File: config.mk
export PLATFORM = sky130hd
export DESIGN_NAME = phy_id_pages_and_power_class
export DESIGN_NICKNAME = d
export VERILOG_FILES = /design/src/logic/phy_id_pkg.sv /design/src/logic/soft_reset_gen.sv /design/src/logic/phy_id_pages_and_power_class.sv
export SDC_FILE = /design/constraint.sdc
export NUM_CORES = 1
export LEC_CHECK = 0
export BUFFER_PORTS_ARGS = -buffer_cell sky130_fd_sc_hd__buf_4
export CORE_UTILIZATION = 35
export DETAILED_ROUTE_END_ITERATION = 10
export GPL_ROUTABILITY_DRIVEN = 0
export PLACE_DENSITY = 0.68
export SKIP_LAST_GASP = 1
export SLEW_MARGIN = 20
export SYNTH_ARGS = -nofsm -noshare
export SYNTH_HDL_FRONTEND = slang
export SYNTH_SLANG_ARGS = --single-unit
export TNS_END_PERCENT = 30
File: constraint.sdc
create_clock -name CLK_IN -period 1.6 [get_ports CLK_IN]
set_clock_uncertainty 0.15 [all_clocks]
set_input_delay 0.08 -clock CLK_IN [delete_from_list [all_inputs] [get_ports CLK_IN]]
set_output_delay 0.08 -clock CLK_IN [all_outputs]
set_load 0.05 [all_outputs]
File: src/logic/phy_id_pkg.sv
package phy_id_pkg;
  localparam int ADDR_W = 8;
  localparam int DATA_W = 32;
  localparam int STRB_W = 4;
  localparam int BYTE_W = 8;
  localparam int IDX_W = 4;
  localparam int PAGE_W = 3;
  localparam int PWR_W = 3;
  localparam int STRAP_W = 3;
  localparam int ID_W = 24;

  // Word index inside the map; byte address is four times the index
  localparam logic [IDX_W-1:0] BASE_PWR_IDX = 4'h4;
  localparam logic [IDX_W-1:0] BASE_PAGE_IDX = 4'h7;
  localparam logic [IDX_W-1:0] COMPLIANCE_IDX = 4'h8;
  localparam logic [IDX_W-1:0] ID_PAGE_RSVD_IDX = 4'h9;
  localparam logic [IDX_W-1:0] MAKER_OUI_HIGH_IDX = 4'hA;
  localparam logic [IDX_W-1:0] MAKER_OUI_MID_IDX = 4'hB;
  localparam logic [IDX_W-1:0] MAKER_OUI_LOW_IDX = 4'hC;
  localparam logic [IDX_W-1:0] PART_IDENT_HIGH_IDX = 4'hD;
  localparam logic [IDX_W-1:0] PART_IDENT_MID_IDX = 4'hE;
  localparam logic [IDX_W-1:0] PART_IDENT_LOW_IDX = 4'hF;
  localparam logic [IDX_W-1:0] VENDOR_RESET_CTRL_IDX = 4'hE;
  localparam logic [IDX_W-1:0] EXT_FIRST_IDX = 4'h8;
  localparam int IDX_LSB = 2;
  localparam int IDX_MSB = IDX_LSB + IDX_W - 1;

  localparam logic [PAGE_W-1:0] PAGE_IDENT = 3'h1;
  localparam logic [PAGE_W-1:0] PAGE_VENDOR = 3'h7;
  localparam logic [PAGE_W-1:0] PAGE_RESET = 3'h0;
  localparam int PAGE_SEL_LSB = 5;
  localparam int PWR_CLASS_LSB = 0;
  localparam int SOFT_RESET_BIT = 7;

  localparam logic [BYTE_W-1:0] COMPLIANCE_LEVEL = 8'h02;
  localparam logic [ID_W-1:0] MAKER_OUI_DEFAULT = 24'hA5_5A_01;
  localparam logic [ID_W-1:0] PART_IDENT_DEFAULT = 24'h00_01_00;

  // Self-ID quadlet: prefix 10b in bits 0-1, pwr in bits 21-23 (bit 0 is MSB)
  localparam logic [DATA_W-1:0] SELF_ID_BASE = 32'h8000_0000;
  localparam int SELF_ID_PWR_LSB = 8;

  typedef enum logic [PWR_W-1:0] {
    PWR_NONE = 3'b000,
    PWR_SELF_15W = 3'b001,
    PWR_SELF_30W = 3'b010,
    PWR_SELF_45W = 3'b011,
    PWR_BUS_PROVIDER = 3'b100,
    PWR_RESERVED = 3'b101,
    PWR_BUS_LINK_3W = 3'b110,
    PWR_BUS_LINK_7W = 3'b111
  } pwr_class_t;

  localparam logic [PWR_W-1:0] PWR_CLASS_RESET = 3'b000;

  localparam int CLK_PERIOD_NS = 50;
  localparam int SOFT_RESET_NS = 200;
  localparam int SOFT_RESET_CYCLES = (SOFT_RESET_NS + CLK_PERIOD_NS - 1) / CLK_PERIOD_NS;
  localparam int HOLD_W = 4;
  localparam int STRAP_SETTLE_CYCLES = 2;
  localparam int SETTLE_W = 2;
endpackage

File: src/logic/soft_reset_gen.sv
`timescale 1ns/100ps
module soft_reset_gen
  import phy_id_pkg::*;
(
  input wire logic clk_in,
  input wire logic rst_n_in,
  input wire logic soft_req_in,
  output logic core_rst_n_out
);
  logic rst_sync1_reg;
  logic rst_sync2_reg;
  logic [HOLD_W-1:0] hold_cnt_reg;
  logic core_rst_n_reg;

  // Release of the pin reset is synchronised, assertion is immediate
  always_ff @(posedge clk_in or negedge rst_n_in)
  begin
    if (!rst_n_in)
    begin
      rst_sync1_reg <= 1'b0;
      rst_sync2_reg <= 1'b0;
    end
    else
    begin
      rst_sync1_reg <= 1'b1;
      rst_sync2_reg <= rst_sync1_reg;
    end
  end

  always_ff @(posedge clk_in or negedge rst_n_in)
  begin
    if (!rst_n_in)
      hold_cnt_reg <= '0;
    else if (soft_req_in)
      hold_cnt_reg <= HOLD_W'(SOFT_RESET_CYCLES);
    else if (hold_cnt_reg != '0)
      hold_cnt_reg <= hold_cnt_reg - 1'b1;
  end

  always_ff @(posedge clk_in or negedge rst_n_in)
  begin
    if (!rst_n_in)
      core_rst_n_reg <= 1'b0;
    else
      core_rst_n_reg <= rst_sync2_reg && (hold_cnt_reg == '0) && !soft_req_in;
  end

  assign core_rst_n_out = core_rst_n_reg;
endmodule

File: src/logic/phy_id_pages_and_power_class.sv
`timescale 1ns/100ps
module phy_id_pages_and_power_class
  import phy_id_pkg::*;
#(
  parameter logic [phy_id_pkg::ID_W-1:0] MAKER_OUI = phy_id_pkg::MAKER_OUI_DEFAULT,
  parameter logic [phy_id_pkg::ID_W-1:0] PART_IDENT = phy_id_pkg::PART_IDENT_DEFAULT
)
(
  input wire logic CLK_IN,
  input wire logic RST_N_IN,
  input wire logic PSEL_IN,
  input wire logic PENABLE_IN,
  input wire logic PWRITE_IN,
  input wire logic [phy_id_pkg::ADDR_W-1:0] PADDR_IN,
  input wire logic [phy_id_pkg::DATA_W-1:0] PWDATA_IN,
  input wire logic [phy_id_pkg::STRB_W-1:0] PSTRB_IN,
  output logic [phy_id_pkg::DATA_W-1:0] PRDATA_OUT,
  output logic PREADY_OUT,
  output logic PSLVERR_OUT,
  input wire logic POWER_CLASS_STRAP_A_IN,
  input wire logic POWER_CLASS_STRAP_B_IN,
  input wire logic POWER_CLASS_STRAP_C_IN,
  input wire logic STRAP_MODE_EN_IN,
  output logic [phy_id_pkg::PWR_W-1:0] POWER_CLASS_OUT,
  output logic [phy_id_pkg::DATA_W-1:0] SELF_ID_QUAD_OUT,
  output logic PWR_SUPPLIER_OUT,
  output logic PWR_LINK_EXTRA_OUT,
  output logic PWR_CLASS_RSVD_OUT,
  output logic [phy_id_pkg::PAGE_W-1:0] PAGE_SELECT_OUT,
  output logic CORE_RST_N_OUT
);
  import phy_id_pkg::*;

  logic core_rst_n;
  logic soft_req_reg;
  logic soft_req_next;

  logic [STRAP_W-1:0] strap_raw;
  logic [STRAP_W-1:0] strap_meta_reg;
  logic [STRAP_W-1:0] strap_sync_reg;
  logic mode_meta_reg;
  logic mode_sync_reg;

  logic strap_pending_reg;
  logic [SETTLE_W-1:0] settle_cnt_reg;

  logic [PAGE_W-1:0] page_sel_reg;
  logic [PWR_W-1:0] pwr_class_reg;
  logic [PWR_W-1:0] pwr_class_next;

  logic pready_reg;
  logic pslverr_reg;
  logic [DATA_W-1:0] prdata_reg;
  logic [DATA_W-1:0] self_id_reg;
  logic supplier_reg;
  logic link_extra_reg;
  logic rsvd_code_reg;

  logic access;
  logic commit;
  logic wr_commit;
  logic addr_ok;
  logic [IDX_W-1:0] idx;
  logic [BYTE_W-1:0] wr_byte;
  logic lane0_en;
  logic [BYTE_W-1:0] rd_byte;
  logic ident_page;
  logic vendor_page;
  logic ext_idx;
  logic answer_due;
  logic pwr_wr;
  logic page_wr;
  logic soft_reset_wr;
  logic strap_load;
  logic supplier_next;
  logic link_extra_next;
  logic rsvd_code_next;
  logic [DATA_W-1:0] self_id_next;

  soft_reset_gen u_soft_reset_gen
  (
    .clk_in(CLK_IN),
    .rst_n_in(RST_N_IN),
    .soft_req_in(soft_req_reg),
    .core_rst_n_out(core_rst_n)
  );

  // Straps are pins from outside the clock domain
  assign strap_raw = {POWER_CLASS_STRAP_A_IN, POWER_CLASS_STRAP_B_IN,
    POWER_CLASS_STRAP_C_IN};

  generate
    for (genvar i = 0; i < STRAP_W; i++)
    begin : g_strap_sync
      always_ff @(posedge CLK_IN or negedge core_rst_n)
      begin
        if (!core_rst_n)
        begin
          strap_meta_reg[i] <= 1'b0;
          strap_sync_reg[i] <= 1'b0;
        end
        else
        begin
          strap_meta_reg[i] <= strap_raw[i];
          strap_sync_reg[i] <= strap_meta_reg[i];
        end
      end
    end
  endgenerate

  always_ff @(posedge CLK_IN or negedge core_rst_n)
  begin
    if (!core_rst_n)
    begin
      mode_meta_reg <= 1'b0;
      mode_sync_reg <= 1'b0;
    end
    else
    begin
      mode_meta_reg <= STRAP_MODE_EN_IN;
      mode_sync_reg <= mode_meta_reg;
    end
  end

  // APB decode
  assign access = PSEL_IN && PENABLE_IN;
  assign commit = access && pready_reg;
  assign addr_ok = (PADDR_IN[ADDR_W-1:IDX_MSB+1] == '0) && (PADDR_IN[IDX_LSB-1:0] == '0);
  assign idx = PADDR_IN[IDX_MSB:IDX_LSB];
  assign wr_byte = PWDATA_IN[BYTE_W-1:0];
  assign lane0_en = PSTRB_IN[0];
  assign wr_commit = commit && PWRITE_IN && addr_ok && lane0_en;
  assign ident_page = (page_sel_reg == PAGE_IDENT);
  assign vendor_page = (page_sel_reg == PAGE_VENDOR);
  assign ext_idx = (idx >= EXT_FIRST_IDX);

  // Access seen and not yet answered
  assign answer_due = access && !pready_reg;
  // Write strobes for the stored fields
  assign pwr_wr = wr_commit && (idx == BASE_PWR_IDX);
  assign page_wr = wr_commit && (idx == BASE_PAGE_IDX);
  assign soft_reset_wr = wr_commit && vendor_page && (idx == VENDOR_RESET_CTRL_IDX);

  // Read data for the current index and page
  always_comb
  begin
    rd_byte = '0;
    if (!ext_idx)
    begin
      if (idx == BASE_PWR_IDX)
        rd_byte[PWR_CLASS_LSB +: PWR_W] = pwr_class_reg;
      else if (idx == BASE_PAGE_IDX)
        rd_byte[PAGE_SEL_LSB +: PAGE_W] = page_sel_reg;
    end
    else if (ident_page)
    begin
      unique case (idx)
        COMPLIANCE_IDX: rd_byte = COMPLIANCE_LEVEL;
        MAKER_OUI_HIGH_IDX: rd_byte = MAKER_OUI[ID_W-1 -: BYTE_W];
        MAKER_OUI_MID_IDX: rd_byte = MAKER_OUI[ID_W-BYTE_W-1 -: BYTE_W];
        MAKER_OUI_LOW_IDX: rd_byte = MAKER_OUI[BYTE_W-1:0];
        PART_IDENT_HIGH_IDX: rd_byte = PART_IDENT[ID_W-1 -: BYTE_W];
        PART_IDENT_MID_IDX: rd_byte = PART_IDENT[ID_W-BYTE_W-1 -: BYTE_W];
        PART_IDENT_LOW_IDX: rd_byte = PART_IDENT[BYTE_W-1:0];
        default: rd_byte = '0;
      endcase
    end
    else if (vendor_page)
    begin
      // Soft reset bit is write-only; test locations stay hidden
      unique case (idx)
        VENDOR_RESET_CTRL_IDX: rd_byte = '0;
        default: rd_byte = '0;
      endcase
    end
    else
    begin
      // No other page has anything behind the extension locations
      rd_byte = '0;
    end
  end

  // One wait state: ready in the second access cycle
  always_ff @(posedge CLK_IN or negedge core_rst_n)
  begin
    if (!core_rst_n)
      pready_reg <= 1'b0;
    else
      pready_reg <= answer_due;
  end

  always_ff @(posedge CLK_IN or negedge core_rst_n)
  begin
    if (!core_rst_n)
      pslverr_reg <= 1'b0;
    else if (answer_due)
      pslverr_reg <= !addr_ok;
    else
      pslverr_reg <= 1'b0;
  end

  always_ff @(posedge CLK_IN or negedge core_rst_n)
  begin
    if (!core_rst_n)
      prdata_reg <= '0;
    else if (answer_due && !PWRITE_IN && addr_ok)
      prdata_reg <= {{(DATA_W-BYTE_W){1'b0}}, rd_byte};
    else if (!access)
      prdata_reg <= '0;
  end

  // Page selector
  always_ff @(posedge CLK_IN or negedge core_rst_n)
  begin
    if (!core_rst_n)
      page_sel_reg <= PAGE_RESET;
    else if (page_wr)
      page_sel_reg <= wr_byte[PAGE_SEL_LSB +: PAGE_W];
  end

  // Soft reset request, one-cycle pulse
  always_comb
  begin
    soft_req_next = 1'b0;
    if (soft_reset_wr)
      soft_req_next = wr_byte[SOFT_RESET_BIT];
  end

  always_ff @(posedge CLK_IN or negedge core_rst_n)
  begin
    if (!core_rst_n)
      soft_req_reg <= 1'b0;
    else
      soft_req_reg <= soft_req_next;
  end

  // Wait for the strap synchroniser to fill after each reset
  always_ff @(posedge CLK_IN or negedge core_rst_n)
  begin
    if (!core_rst_n)
      settle_cnt_reg <= '0;
    else if (strap_pending_reg && !strap_load)
      settle_cnt_reg <= settle_cnt_reg + 1'b1;
  end

  // Class default is taken once, when the synchroniser has settled
  assign strap_load = strap_pending_reg && (settle_cnt_reg == SETTLE_W'(STRAP_SETTLE_CYCLES));

  // Pending until the strap load or a software write to the class
  always_ff @(posedge CLK_IN or negedge core_rst_n)
  begin
    if (!core_rst_n)
      strap_pending_reg <= 1'b1;
    else if (pwr_wr)
      strap_pending_reg <= 1'b0;
    else if (strap_load)
      strap_pending_reg <= 1'b0;
  end

  // Power class: strap default, software write wins
  always_comb
  begin
    pwr_class_next = pwr_class_reg;
    if (pwr_wr)
      pwr_class_next = wr_byte[PWR_CLASS_LSB +: PWR_W];
    else if (strap_load)
    begin
      if (mode_sync_reg)
        pwr_class_next = strap_sync_reg;
      else
        pwr_class_next = PWR_CLASS_RESET;
    end
  end

  always_ff @(posedge CLK_IN or negedge core_rst_n)
  begin
    if (!core_rst_n)
      pwr_class_reg <= PWR_CLASS_RESET;
    else
      pwr_class_reg <= pwr_class_next;
  end

  // Self-ID quadlet carries the class in its pwr field
  always_comb
  begin
    self_id_next = SELF_ID_BASE;
    self_id_next[SELF_ID_PWR_LSB +: PWR_W] = pwr_class_next;
  end

  always_ff @(posedge CLK_IN or negedge core_rst_n)
  begin
    if (!core_rst_n)
      self_id_reg <= SELF_ID_BASE;
    else
      self_id_reg <= self_id_next;
  end

  // Decoded meaning of the class code
  always_comb
  begin
    supplier_next = 1'b0;
    link_extra_next = 1'b0;
    rsvd_code_next = 1'b0;
    unique case (pwr_class_t'(pwr_class_next))
      PWR_NONE: supplier_next = 1'b0;
      PWR_SELF_15W, PWR_SELF_30W, PWR_SELF_45W: supplier_next = 1'b1;
      PWR_BUS_PROVIDER: supplier_next = 1'b1;
      PWR_RESERVED: rsvd_code_next = 1'b1;
      PWR_BUS_LINK_3W, PWR_BUS_LINK_7W: link_extra_next = 1'b1;
    endcase
  end

  // Flags load with the class so the class, flag and self-ID outputs change together
  always_ff @(posedge CLK_IN or negedge core_rst_n)
  begin
    if (!core_rst_n)
      supplier_reg <= 1'b0;
    else
      supplier_reg <= supplier_next;
  end

  always_ff @(posedge CLK_IN or negedge core_rst_n)
  begin
    if (!core_rst_n)
      link_extra_reg <= 1'b0;
    else
      link_extra_reg <= link_extra_next;
  end

  always_ff @(posedge CLK_IN or negedge core_rst_n)
  begin
    if (!core_rst_n)
      rsvd_code_reg <= 1'b0;
    else
      rsvd_code_reg <= rsvd_code_next;
  end

  assign PRDATA_OUT = prdata_reg;
  assign PREADY_OUT = pready_reg;
  assign PSLVERR_OUT = pslverr_reg;
  assign POWER_CLASS_OUT = pwr_class_reg;
  assign SELF_ID_QUAD_OUT = self_id_reg;
  assign PWR_SUPPLIER_OUT = supplier_reg;
  assign PWR_LINK_EXTRA_OUT = link_extra_reg;
  assign PWR_CLASS_RSVD_OUT = rsvd_code_reg;
  assign PAGE_SELECT_OUT = page_sel_reg;
  assign CORE_RST_N_OUT = core_rst_n;
endmodule

# Word-level counts from Yosys, hierarchy flattened
# Index checks and enable logic that the tools add are counted.
# Widths: inputs -> output; s select.
# totals
reg_bits	62
inputBits	53
word_cells	97
# classes
addsub	2
magnitude_cmp	1
eq_ne	18
n_mux	22
reduce_logical	31
# ops
cell	n
$mux 32	2
$pmux 8 s4	1
$mux 3	8
$eq 4x4->1 const B	5
$logic_and 1x1->1	17
$eq 3x3->1 const B	5
$eq 4x3->1 const B	2
$mux 4	2
$mux 8	1
$mux 1	7
$eq 3x1->1 const B	2
$eq 3x2->1 const B	2
$logic_not 1->1	5
$ge 4x4->1 const B	1
$logic_not 2->1	2
$logic_not 4->1	1
$reduce_bool 2->1	2
$reduce_bool 4->1	1
$reduce_or 2->1	2
$reduce_or 4->1	1
$sub 4x1->4 const B	1
$add 2x1->2 const B	1
$eq 2x2->1 const B	1
$mux 2	1
$ne 2x1->1 const B	1

# Logic depth before layout (Yosys ltp)
# Gate-level depths: netlist (run 1).
# depth
depth_word	10
mapped_depth	6

# By module
# From an unflattened synthesis (run 1), not the netlist that was laid out.
# unflattened
cells_unflattened	202
hier_area_um2	2125.8
# modules_own_cells
mod	instances	cells_each	area_each_um2
phy_id_pages_and_power_class	1	174	1788.0
soft_reset_gen	1	28	337.8

# Least setup slack after synthesis (run 1)
# OpenSTA, ideal clock, no wires.
# synth_path
kind	register to register
start	register pready_reg, in the netlist PREADY_OUT
end	register rsvd_code_reg, in the netlist PWR_CLASS_RSVD_OUT
setup_ns	0.073
t_arrival_ns	1.772
setup_slack_ns	-0.395
path_stages_with_launch	5
period_less_slack_ns	1.995
path_cell_list	dfrtp_1 -> and4_1 -> nand4_4 -> or3b_1 -> a21oi_2
# synth_between
elab_chain_cells	8
# synth_lines
item	line_no	text
start, declared	phy_id_pages_and_power_class.sv:51	logic pready_reg;
start signal, assigned	phy_id_pages_and_power_class.sv:189	pready_reg <= answer_due;
$logic_and 1x1->1	phy_id_pages_and_power_class.sv:127	assign commit = access && pready_reg;
$logic_and 1x1->1 (3 in a row)	phy_id_pages_and_power_class.sv:132	assign wr_commit = commit && PWRITE_IN && addr_ok && lane0_en;
$logic_and 1x1->1	phy_id_pages_and_power_class.sv:140	assign pwr_wr = wr_commit && (idx == BASE_PWR_IDX);
$mux 3	phy_id_pages_and_power_class.sv:264	if (pwr_wr)
$eq 3x3->1	phy_id_pages_and_power_class.sv:304	unique case (pwr_class_t'(pwr_class_next))
$mux 1	phy_id_pages_and_power_class.sv:304	
net rsvd_code_next	phy_id_pages_and_power_class.sv:77	logic rsvd_code_next;
end signal, assigned	phy_id_pages_and_power_class.sv:335	rsvd_code_reg <= rsvd_code_next;
end, declared	phy_id_pages_and_power_class.sv:57	logic rsvd_code_reg;
# The timed path passes the listed nets, and every way through them passes these cells.
# A chain may end at the register's enable or synchronous reset.

# Worst setup path after layout (run 1)
# layout_path
start	register settle_cnt_reg[0]
end	register supplier_reg, in the netlist PWR_SUPPLIER_OUT
# layout_between
elab_chain_cells	7
# layout_lines
item	line_no	text
start, declared	phy_id_pages_and_power_class.sv:45	logic [SETTLE_W-1:0] settle_cnt_reg;
start signal, assigned	phy_id_pages_and_power_class.sv:243	settle_cnt_reg <= settle_cnt_reg + 1'b1;
$eq 2x2->1 *	phy_id_pages_and_power_class.sv:247	assign strap_load = strap_pending_reg && (settle_cnt_reg == SETTLE_W'(STRAP_SETTLE_CYCLES));
$logic_and 1x1->1 *	phy_id_pages_and_power_class.sv:247	
$mux 3 *	phy_id_pages_and_power_class.sv:266	else if (strap_load)
$mux 3 *	phy_id_pages_and_power_class.sv:264	
$eq 3x3->1, or another cell as far along	phy_id_pages_and_power_class.sv:304	
$reduce_or 4->1 (no source line) *	--	
$mux 1 *	phy_id_pages_and_power_class.sv:304	
net supplier_next	phy_id_pages_and_power_class.sv:75	logic supplier_next;
end signal, assigned	phy_id_pages_and_power_class.sv:319	supplier_reg <= supplier_next;
end, declared	phy_id_pages_and_power_class.sv:55	logic supplier_reg;
# Mark *: on every way through the listed nets, which the timed path passes. The rest lies on a longest branch.

==> results of run 1 <==
[synthesized netlist by cell type (all sizes together)]
library cell	number
nand2	10
nand3b	3
a21o	2
mux2i	3
ha	3
nor4	3
nand4bb	1
inv	5
o41ai	1
or3	1
nor4b	1
buf	58
a211oi	3
nor3b	2
mux2	3
a21oi	10
dfrtp	36
nor2b	2
dfstp	1
and4	5
nand4	1
xnor2	3
or4	1
o2bb2ai	3
nand3	3
o21ai	3
a21boi	1
nand2b	2
o31ai	1
a2111oi	1
nor3	5
a22o	2
or3b	1
conb	2
nor2	12
[layer usage]
metal	vias to the layer above	global-route usage	share of wire
li1	719	-	-
met2	62	0.222	0.49
met3	5	0.0391	0.061
met1	689	0.176	0.43
met4	0	0.0382	0.010
met5	-	0	0
[cells in the final DEF, fill, tap and decap left out, drive strengths merged, types with 2 or more instances in the layout]
master | Yosys | final
nor2 | 12 | 12
clkbuf | 0 | 5
mux2i | 3 | 3
nor2b | 2 | 2
dfrtp | 36 | 36
nor3 | 5 | 5
nor4 | 3 | 3
o21ai | 3 | 3
and4 | 5 | 5
a21oi | 10 | 10
nand2b | 2 | 2
a211oi | 3 | 3
buf | 58 | 61
nand3b | 3 | 3
nor3b | 2 | 2
dlygate4sd3 | 0 | 17
a21o | 2 | 2
xnor2 | 3 | 3
ha | 3 | 3
o2bb2ai | 3 | 3
conb | 2 | 54
inv | 5 | 5
a22o | 2 | 2
nand2 | 10 | 10
nand3 | 3 | 3
mux2 | 3 | 3
clkinv | 0 | 3
[area by class of cell]
class	count	area, sq um	share of cell area
clock inverter	3	22.5	0.00840
multi-input combinational	146	925	0.345
clock buffer	5	68.8	0.0257
timing repair buffer	78	628	0.234
tap	72	90.1	0.0336
inverter	5	18.8	0.00700
sequential	37	928	0.346
[worst max-delay path, cell delays in order, from the launching register on]
cell and delay [ns]:
dfrtp_1 0.39, inv_2 0.07, ha_4 0.15, nand2_2 0.08, buf_4 0.14, a21o_1 0.20
mux2i_4 0.22, xnor2_1 0.10
[what timing repair did]
action	4_1_cts	5_1_grt
hold buffers	17	0
gates cloned	0	0
endpoints found under the hold margin	23	0
endpoints found under the setup margin	4	9
setup buffers	0	1
pin swaps	2	0
gates resized for setup	9	0
[kinds of logic (layout without fill, tap and decap cells)]
group                      Yosys count  count (layout)  share of synthesized area
AOI/OAI and AO/OA                   27              27                     0.0883
xor gates and xnor gates             3               3                     0.0127
adders and majority gates            3               3                     0.0181
buffers and inverters               63              91                      0.218
DFF                                 37              37                      0.448
muxes                                6               6                     0.0369
other                                2              54                    0.00363
and+or+nand+nor                     53              53                      0.174
[final timing paths]
kind / startpoint / end / slack [ns] / depth (start not counted)
min in group asynchronous: u_soft_reset_gen.core_rst_n_out$_DFF_PN0_ / POWER_CLASS_OUT[0]$_DFF_PN0_ / 0.19 / 1
setup / recovery: settle_cnt_reg[0]$_DFFE_PN0P_ / PWR_SUPPLIER_OUT$_DFF_PN0_ / -0.02 / 7
hold / removal: PADDR_IN[4] / PRDATA_OUT[4]$_DFFE_PN0P_ / 0.02 / 4
max in group asynchronous: RST_N_IN / u_soft_reset_gen.hold_cnt_reg[1]$_DFFE_PN0P_ / 0.45 / 3
setup reg to reg: settle_cnt_reg[0]$_DFFE_PN0P_ / PWR_SUPPLIER_OUT$_DFF_PN0_ / -0.02 / 7
hold reg to reg: u_soft_reset_gen.core_rst_n_out$_DFF_PN0_ / POWER_CLASS_OUT[0]$_DFF_PN0_ / 0.19 / 1
[power groups by stage]
stage | sequential (mW) | clock, mW | combinational, mW
2_1_floorplan | 1.07 | 0 | 0.487
3_3_place_gp | 1.00 | 0 | 0.574
6_report | 0.986 | 0.631 | 0.614
5_1_grt | 0.990 | 0.701 | 0.659
3_5_place_dp | 1.00 | 0 | 0.578
4_1_cts | 0.987 | 0.659 | 0.614
[stage by stage]
stage / worst slack [ns] / cells
after floorplan: -0.157 / 246
after global placement: -0.141 / 320
after detailed placement: -0.223 / 320
after CTS: -0.0139 / 345
after global routing: -0.122 / 346
final: -0.0234 / 346
==> results.md, run 1 <==
* Outcome: complete, but fails checks
* Failing checks: setup timing
* Synth area leaders: dfrtp_1 44%, buf_4 21%, a21oi_1 2.2%
* Via Count at 1475
* Post-Synthesis Cells at 194
* Fin crit period at 1.62 ns
* DRT iter0 DRCs at 47
* Number of global-route vias before repair at 1392
* Final Max Tran Viols at 0
* Seq cells post-synth at 37
* Setup_tns at -0.0234 ns
* Switching Share at 0.361
* Layout cells sized above 1 at 0.328
* H-tree Lvls at 2
* Row cnt at 27
* Clock share of power at 0.283
* P per Cell Area at 832 nW/um^2
* CTS tree: done
* CTS root buf: clkbuf_8
* Fin crit share at 1.01
* Vias per inst at 4.26
* # clock sinks at 37
* Internal at 1.43 mW
* Combinational power share at 0.275
* Clock Path Buffers at 2
* Sequential share of the synthesized area at 0.448
* Placed cell area at 2380 sq um
* Final core occ at 0.478
* Hpwl dp at 2950 um
* Fill cell count at 542
* Net Sw Power at 807 uW
* Crit path DAT at 1.64 ns
* Initial DRT Pass Iterations at 4
* CP required at 1.62 ns
* Post-route DRC at 0
* Worst hold path type: in -> reg
* Area delta synth->final at 29.6%
* FMAX at 616 MHz
* Hold Slack at 0.0159 ns
* Buffers on Ports at 46
* Worst-path clk slew at 0.07 ns
* Total GRT Usage at 0.136
* Initial Util at 0.369
* Max cap viols at 0
* Final setup vio count at 1
* Largest net degree at the start of global routing at 31
* Design area at 2680 sq um
* Sequential Power Share at 0.442
* Post-route ant nets at 0
* Antenna violations before repair at 0
* RSZ-0062 raised after global routing: true
* Fin. Hold Viols at 0
* Synth area leader: dfrtp_1
* Setup crit end kind: register
* Yosys Warn Count at 0
* Die width at 78.9 um
* Peak VDD IR at 0.608 mV
* Core ar. at 5610 sq um
* Clock latency on the worst-skew pair at 0.28 ns
* Num ports at 129
* P_leak at 1.34 nW
* Die ar. at 6220 sq um
* WL/cell at 11.5 um
* CP max FO at 6
* Die H at 78.9 um
* Overflow after GRT at 0
* Nets at 329
* Diode count at 0
* Max reg flops at 7
* Synth unique cells at 43
* Avg Cell Area, Syn at 10.7 sq um
* Synthesized area at 2070 sq um
* Global-route wire length before repair at 6570 um
* Setup ws final at -0.0234 ns
* Num CTS Buffers at 5
* Share of the synthesized area in the top cell type at 0.435
* Worst setup SP type: register
* Crit Path Class: reg -> reg
* Drt total wl at 3990 um
* Total power at 2.23 mW
No activity file was read; power rests on OpenSTA's default activity.
==> run 2: changes to the inputs <==
- PLACE_DENSITY: 0.68 -> 0.7
- SLEW_MARGIN: 20 -> not set
- clock period: 1.6 -> 1.4 ns (I/O delays scaled with it)
==> run 2 against run 1 <==
The flow still finishes with violations (setup timing). Core utilization is 3.3 points higher. Global-route usage is 0.32 points higher. Sequential cell count did not move. Wire length increased by 1.7%. Final cell count increased by 2.0%. Cell area rose by 6.9%. Critical path type unchanged. Highest routed layer unchanged.
==> results.md, run 2 (synthesis gave the netlist of run 1 again) <==
* Area occupied by registers at 932 sq um
* Fin crit share at 1.14
* Dpl cells at 328
* Hold path cells at 3
* Commonest non-fill, non-tap cell in the layout: buf_4
* Total GRT Usage at 0.139
* Final setup vio count at 7
* Nets at 336
* Overflow after GRT at 0
* Clock latency on the worst-skew pair at 0.29 ns
* Reg-to-Reg End: PWR_SUPPLIER_OUT$_DFF_PN0_
* Post-route insts no fill at 353
* Most frequent cells in the layout: 69 x buf_4, 54 x conb_1, 32 x dfrtp_1
* Post-route ant nets at 0
* Area delta synth->final at 38.5%
* WL/cell at 11.5 um
* Fin crit period at 1.60 ns
* Initial Util at 0.369
* Hold path start: PENABLE_IN
* Buffers on Ports at 46
* Num CTS Buffers at 5
* Setup ws final at -0.201 ns
* Initial DRT Pass Iterations at 4
* Worst R2R Path Depth at 5
* Worst r2r src: settle_cnt_reg[1]$_DFFE_PN0P_
* Post-route DRC at 0
* Diode count at 0
* Crit path DAT at 1.63 ns
* Via Count at 1484
* P per Cell Area at 1040 nW/um^2
* Setup_tns at -0.713 ns
* Row cnt at 27
* RSZ-0062 raised after global routing: true
* CP max FO at 6
* Core ar. at 5610 sq um
* Antenna violations before repair at 0
* Hold Slack at 0.00974 ns
* CP required at 1.43 ns
* Die width at 78.9 um
* Hold endpoint: PREADY_OUT$_DFF_PN0_
* Worst-path clk slew at 0.07 ns
* Die ar. at 6220 sq um
* Setup crit end kind: register
* Placed cell area at 2480 sq um
* Fin. Hold Viols at 0
* Final core occ at 0.511
* Vias per inst at 4.20
* Outcome: complete, but fails checks
* Hpwl dp at 3040 um
* Die H at 78.9 um
* Num ports at 129
* Layout cells sized above 1 at 0.402
* CTS tree: done
* Max reg flops at 7
* H-tree Lvls at 2
* Drt total wl at 4060 um
* WL met1 at 1750 um
* Top layer in use: met4
* Max cap viols at 0
* Number of global-route vias before repair at 1405
* Global-route wire length before repair at 6440 um
* Area of the multi-input gates at 1010 sq um
* Peak VDD IR at 0.417 mV
* # clock sinks at 37
* Design area at 2870 sq um
* DRT iter0 DRCs at 46
* Fill cell count at 529
* WL met2 at 1980 um
* Worst setup SP type: register
* FMAX at 625 MHz
* P_leak at 1.44 nW
* Worst hold path type: in -> reg
* R2R setup slack at -0.20 ns
* Final Max Tran Viols at 0
* Crit Path Class: reg -> reg
* Clock Path Buffers at 2
* Failing checks: setup timing
* CTS root buf: clkbuf_8
* Largest net degree at the start of global routing at 22
* Routed wl met3 at 256 um
==> run 2: worst max path at each step <==
stage | cells after the start | slack [ns] | startpoint | endpoint
4_1_cts | 5 | -0.20 | settle_cnt_reg[1]$_DFFE_PN0P_ | PWR_SUPPLIER_OUT$_DFF_PN0_
2_1_floorplan | 4 | -0.36 | PREADY_OUT$_DFF_PN0_ | PWR_CLASS_RSVD_OUT$_DFF_PN0_
3_5_place_dp | 6 | -0.30 | settle_cnt_reg[0]$_DFFE_PN0P_ | PWR_SUPPLIER_OUT$_DFF_PN0_
6_report | 5 | -0.20 | settle_cnt_reg[1]$_DFFE_PN0P_ | PWR_SUPPLIER_OUT$_DFF_PN0_
5_1_grt | 6 | -0.28 | settle_cnt_reg[0]$_DFFE_PN0P_ | PWR_SUPPLIER_OUT$_DFF_PN0_
3_3_place_gp | 6 | -0.24 | settle_cnt_reg[0]$_DFFE_PN0P_ | PWR_SUPPLIER_OUT$_DFF_PN0_
==> run 2: worst max-delay path, cell delays in order, from the launching register on <==
cell and delay [ns]:
dfrtp_1 0.41, ha_4 0.19, and4_4 0.16, a2111oi_4 0.31
mux2i_1 0.14, xnor2_1 0.14
==> run 2: layout make-up <==
cell class,count,share of cell area
Multi-Input combinational cell,146,0.353
Sequential cell,37,0.325
Timing Repair Buffer,85,0.237
Tap cell,72,0.0314
Clock buffer,5,0.0240
Clock inverter,3,0.0227
Inverter,5,0.00655
==> run 2: per-layer routing <==
| metal | vias up | global-route usage |
|---|---|---|
| met5 | - | 0 |
| met4 | 0 | 0.0691 |
| met3 | 7 | 0.0356 |
| met2 | 62 | 0.235 |
| met1 | 689 | 0.164 |
| li1 | 726 | - |
==> run 2: timing repair <==
item                                    in CTS  in global routing
buffers inserted                             0                  2
pin swaps                                    4                  8
endpoints found under the setup margin      14                 21
gates resized for setup                      5                 14
hold endpoints to repair                    23                  0
hold buffers                                15                  0
==> run 2: report_power, final <==
group          total, mW  leakage [nW]  internal, mW  switching (mW)
combinational      0.758         0.901         0.207           0.551
clock               1.10        0.0681         0.708           0.388
sequential          1.13         0.469          1.11          0.0196
total               2.98          1.44          2.02           0.958
==> run 2: per-stage QoR <==
stage | worst slack, ns | power [mW]
6_report | -0.201 | 2.98
5_1_grt | -0.281 | 3.10
4_1_cts | -0.204 | 2.97
3_5_place_dp | -0.297 | 1.84
3_3_place_gp | -0.240 | 1.83
2_1_floorplan | -0.357 | 1.78
==> run 3: changes to the inputs <==
--- a/config.mk
+++ b/config.mk
@@ -8,6 +8,5 @@
 export BUFFER_PORTS_ARGS = -buffer_cell sky130_fd_sc_hd__buf_4
-export CORE_UTILIZATION = 35
+export CORE_UTILIZATION = 30
 export DETAILED_ROUTE_END_ITERATION = 10
 export GPL_ROUTABILITY_DRIVEN = 0
-export PLACE_DENSITY = 0.7
 export SKIP_LAST_GASP = 1
==> constraint.sdc (replaced) <==
create_clock -name CLK_IN -period 1.4 [get_ports CLK_IN]
set_clock_uncertainty 0.15 [all_clocks]
set_input_delay 0.21 -clock CLK_IN [delete_from_list [all_inputs] [get_ports CLK_IN]]
set_output_delay 0.21 -clock CLK_IN [all_outputs]
set_load 0.05 [all_outputs]
==> run 3 against run 2 <==
The run still ends with setup timing left. Largest power group unchanged. Combinational power shrank 2%. Highest routed layer unchanged. Die area grew 16%. Via count grew 0.61%. Clock power shrank 31%. Fmax grew 0.27%. Hold slack gained 0.00093 ns. Sequential share of layout area grew 1.0 points. Critical path type unchanged. Core utilization shrank 8.2 points. Power shrank 12%. Final cell count grew 1.1%.
==> results.md, run 3 (synthesis gave the netlist of run 1 again) <==
* Outcome: complete, but fails checks
* Failing checks: setup timing
* Die ar. at 7230 sq um
* Number of global-route vias before repair at 1396
* Critical Path Start: settle_cnt_reg[1]$_DFFE_PN0P_
* Max reg flops at 7
* # clock sinks at 37
* Worst stage delay on the critical path at 0.41 ns
* Final setup vio count at 14
* Initial Util at 0.319
* Hpwl dp at 3270 um
* RSZ-0062 raised after global routing: true
* Hold Slack at 0.0107 ns
* Clock Path Buffers at 2
* Post-route ant nets at 0
* P_leak at 1.41 nW
* Buffers & Inverters on Critical Path at 0
* Global-route wire length before repair at 6470 um
* CP cell instances: ha_4, and4_4, a2111oi_4, mux2i_1, xnor2_1
* Final Max Tran Viols at 0
* Clock latency on the worst-skew pair at 0.28 ns
* Buffers on Ports at 46
* Setup crit end kind: register
* Fin crit period at 1.60 ns
* Design area at 2780 sq um
* Placed cell area at 2520 sq um
* CP max FO at 6
* FMAX at 626 MHz
* Crit path DAT at 1.62 ns
* CP required at 1.42 ns
* Worst-path clk slew at 0.07 ns
* Initial DRT Pass Iterations at 4
* Fin. Hold Viols at 0
* Vias per inst at 4.18
* Largest net degree at the start of global routing at 31
* CP top delay family: flip-flops
* Diode count at 0
* Layout cells sized above 1 at 0.425
* Nets at 335
* CTS root buf: clkbuf_8
* Total GRT Usage at 0.114
* Max cap viols at 0
* Worst hold path type: in -> reg
* Hold path start: PWDATA_IN[6]
* Fin crit share at 1.14
* Die width at 85.1 um
* Drt total wl at 4030 um
* Die H at 85.1 um
* CTS tree: done
* WL/cell at 11.3 um
* P per Cell Area at 947 nW/um^2
* Num ports at 129
* Num CTS Buffers at 5
* Via Count at 1493
* Most frequent cells in the layout: 76 x buf_4, 54 x conb_1, 31 x dfrtp_1
* Antenna violations before repair at 0
* Overflow after GRT at 0
* Crit Path Class: reg -> reg
* Core ar. at 6490 sq um
* Worst r2r src: settle_cnt_reg[1]$_DFFE_PN0P_
* CP max stage cell: dfrtp_1
* H-tree Lvls at 2
* Commonest non-fill, non-tap cell in the layout: buf_4
* Area delta synth->final at 34.5%
* Peak VDD IR at 0.636 mV
* DRT iter0 DRCs at 41
* Total power at 2.63 mW
* Worst setup SP type: register
* Setup_tns at -0.979 ns
* Post-route DRC at 0
* Setup ws final at -0.197 ns
* Row cnt at 29
-- run 3: power breakdown --
group / total, mW / internal, mW / switching (mW)
Clock: 0.764 / 0.400 / 0.365
Combinational: 0.742 / 0.196 / 0.546
Sequential: 1.13 / 1.11 / 0.0203
Total: 2.63 / 1.70 / 0.931
-- run 3: metal layers --
| layer | GRT usage | share of wire | up-vias |
|---|---|---|---|
| li1 | - | - | 727 |
| met1 | 0.154 | 0.47 | 702 |
| met2 | 0.180 | 0.47 | 57 |
| met3 | 0.0263 | 0.048 | 7 |
| met4 | 0.0416 | 0.012 | 0 |
| met5 | 0 | 0 | - |
-- run 3: worst paths after layout --
kind	to	slack (ns)	cells after the start
min in group asynchronous	u_soft_reset_gen.hold_cnt_reg[2]$_DFFE_PN0P_	0.12	2
setup / recovery	PWR_SUPPLIER_OUT$_DFF_PN0_	-0.20	5
max in group asynchronous	strap_pending_reg$_DFFE_PN1P_	0.59	1
setup reg to reg	PWR_SUPPLIER_OUT$_DFF_PN0_	-0.20	5
hold reg to reg	soft_req_reg$_DFF_PN0_	0.19	1
hold / removal	PAGE_SELECT_OUT[1]$_DFFE_PN0P_	0.01	2
-- run 3: final cells by class --
| cell class | count | area [sq um] |
|---|---|---|
| clock inverter | 1 | 7.51 |
| clock buffer | 7 | 86.3 |
| fill | 647 | 3710 |
| multi-input combinational | 146 | 986 |
| sequential | 37 | 933 |
| tap | 77 | 96.3 |
| timing repair buffer | 84 | 654 |
| inverter | 5 | 18.8 |
-- run 3: timing repair --
item                                    CTS  global route
pin swaps                                 5            10
gates resized for setup                  11            10
hold endpoints to repair                 11             0
hold buffers                              5             0
setup buffers                             0             2
endpoints found under the setup margin   20            26
-- run 3: per-stage QoR --
step                      setup WS [ns]   util  cells
after detailed placement         -0.375  0.389    342
after CTS                        -0.245  0.417    355
after global routing             -0.295  0.428    357
after global placement           -0.334  0.389    342
after floorplan                  -0.357      -    246
final                            -0.197  0.428    357
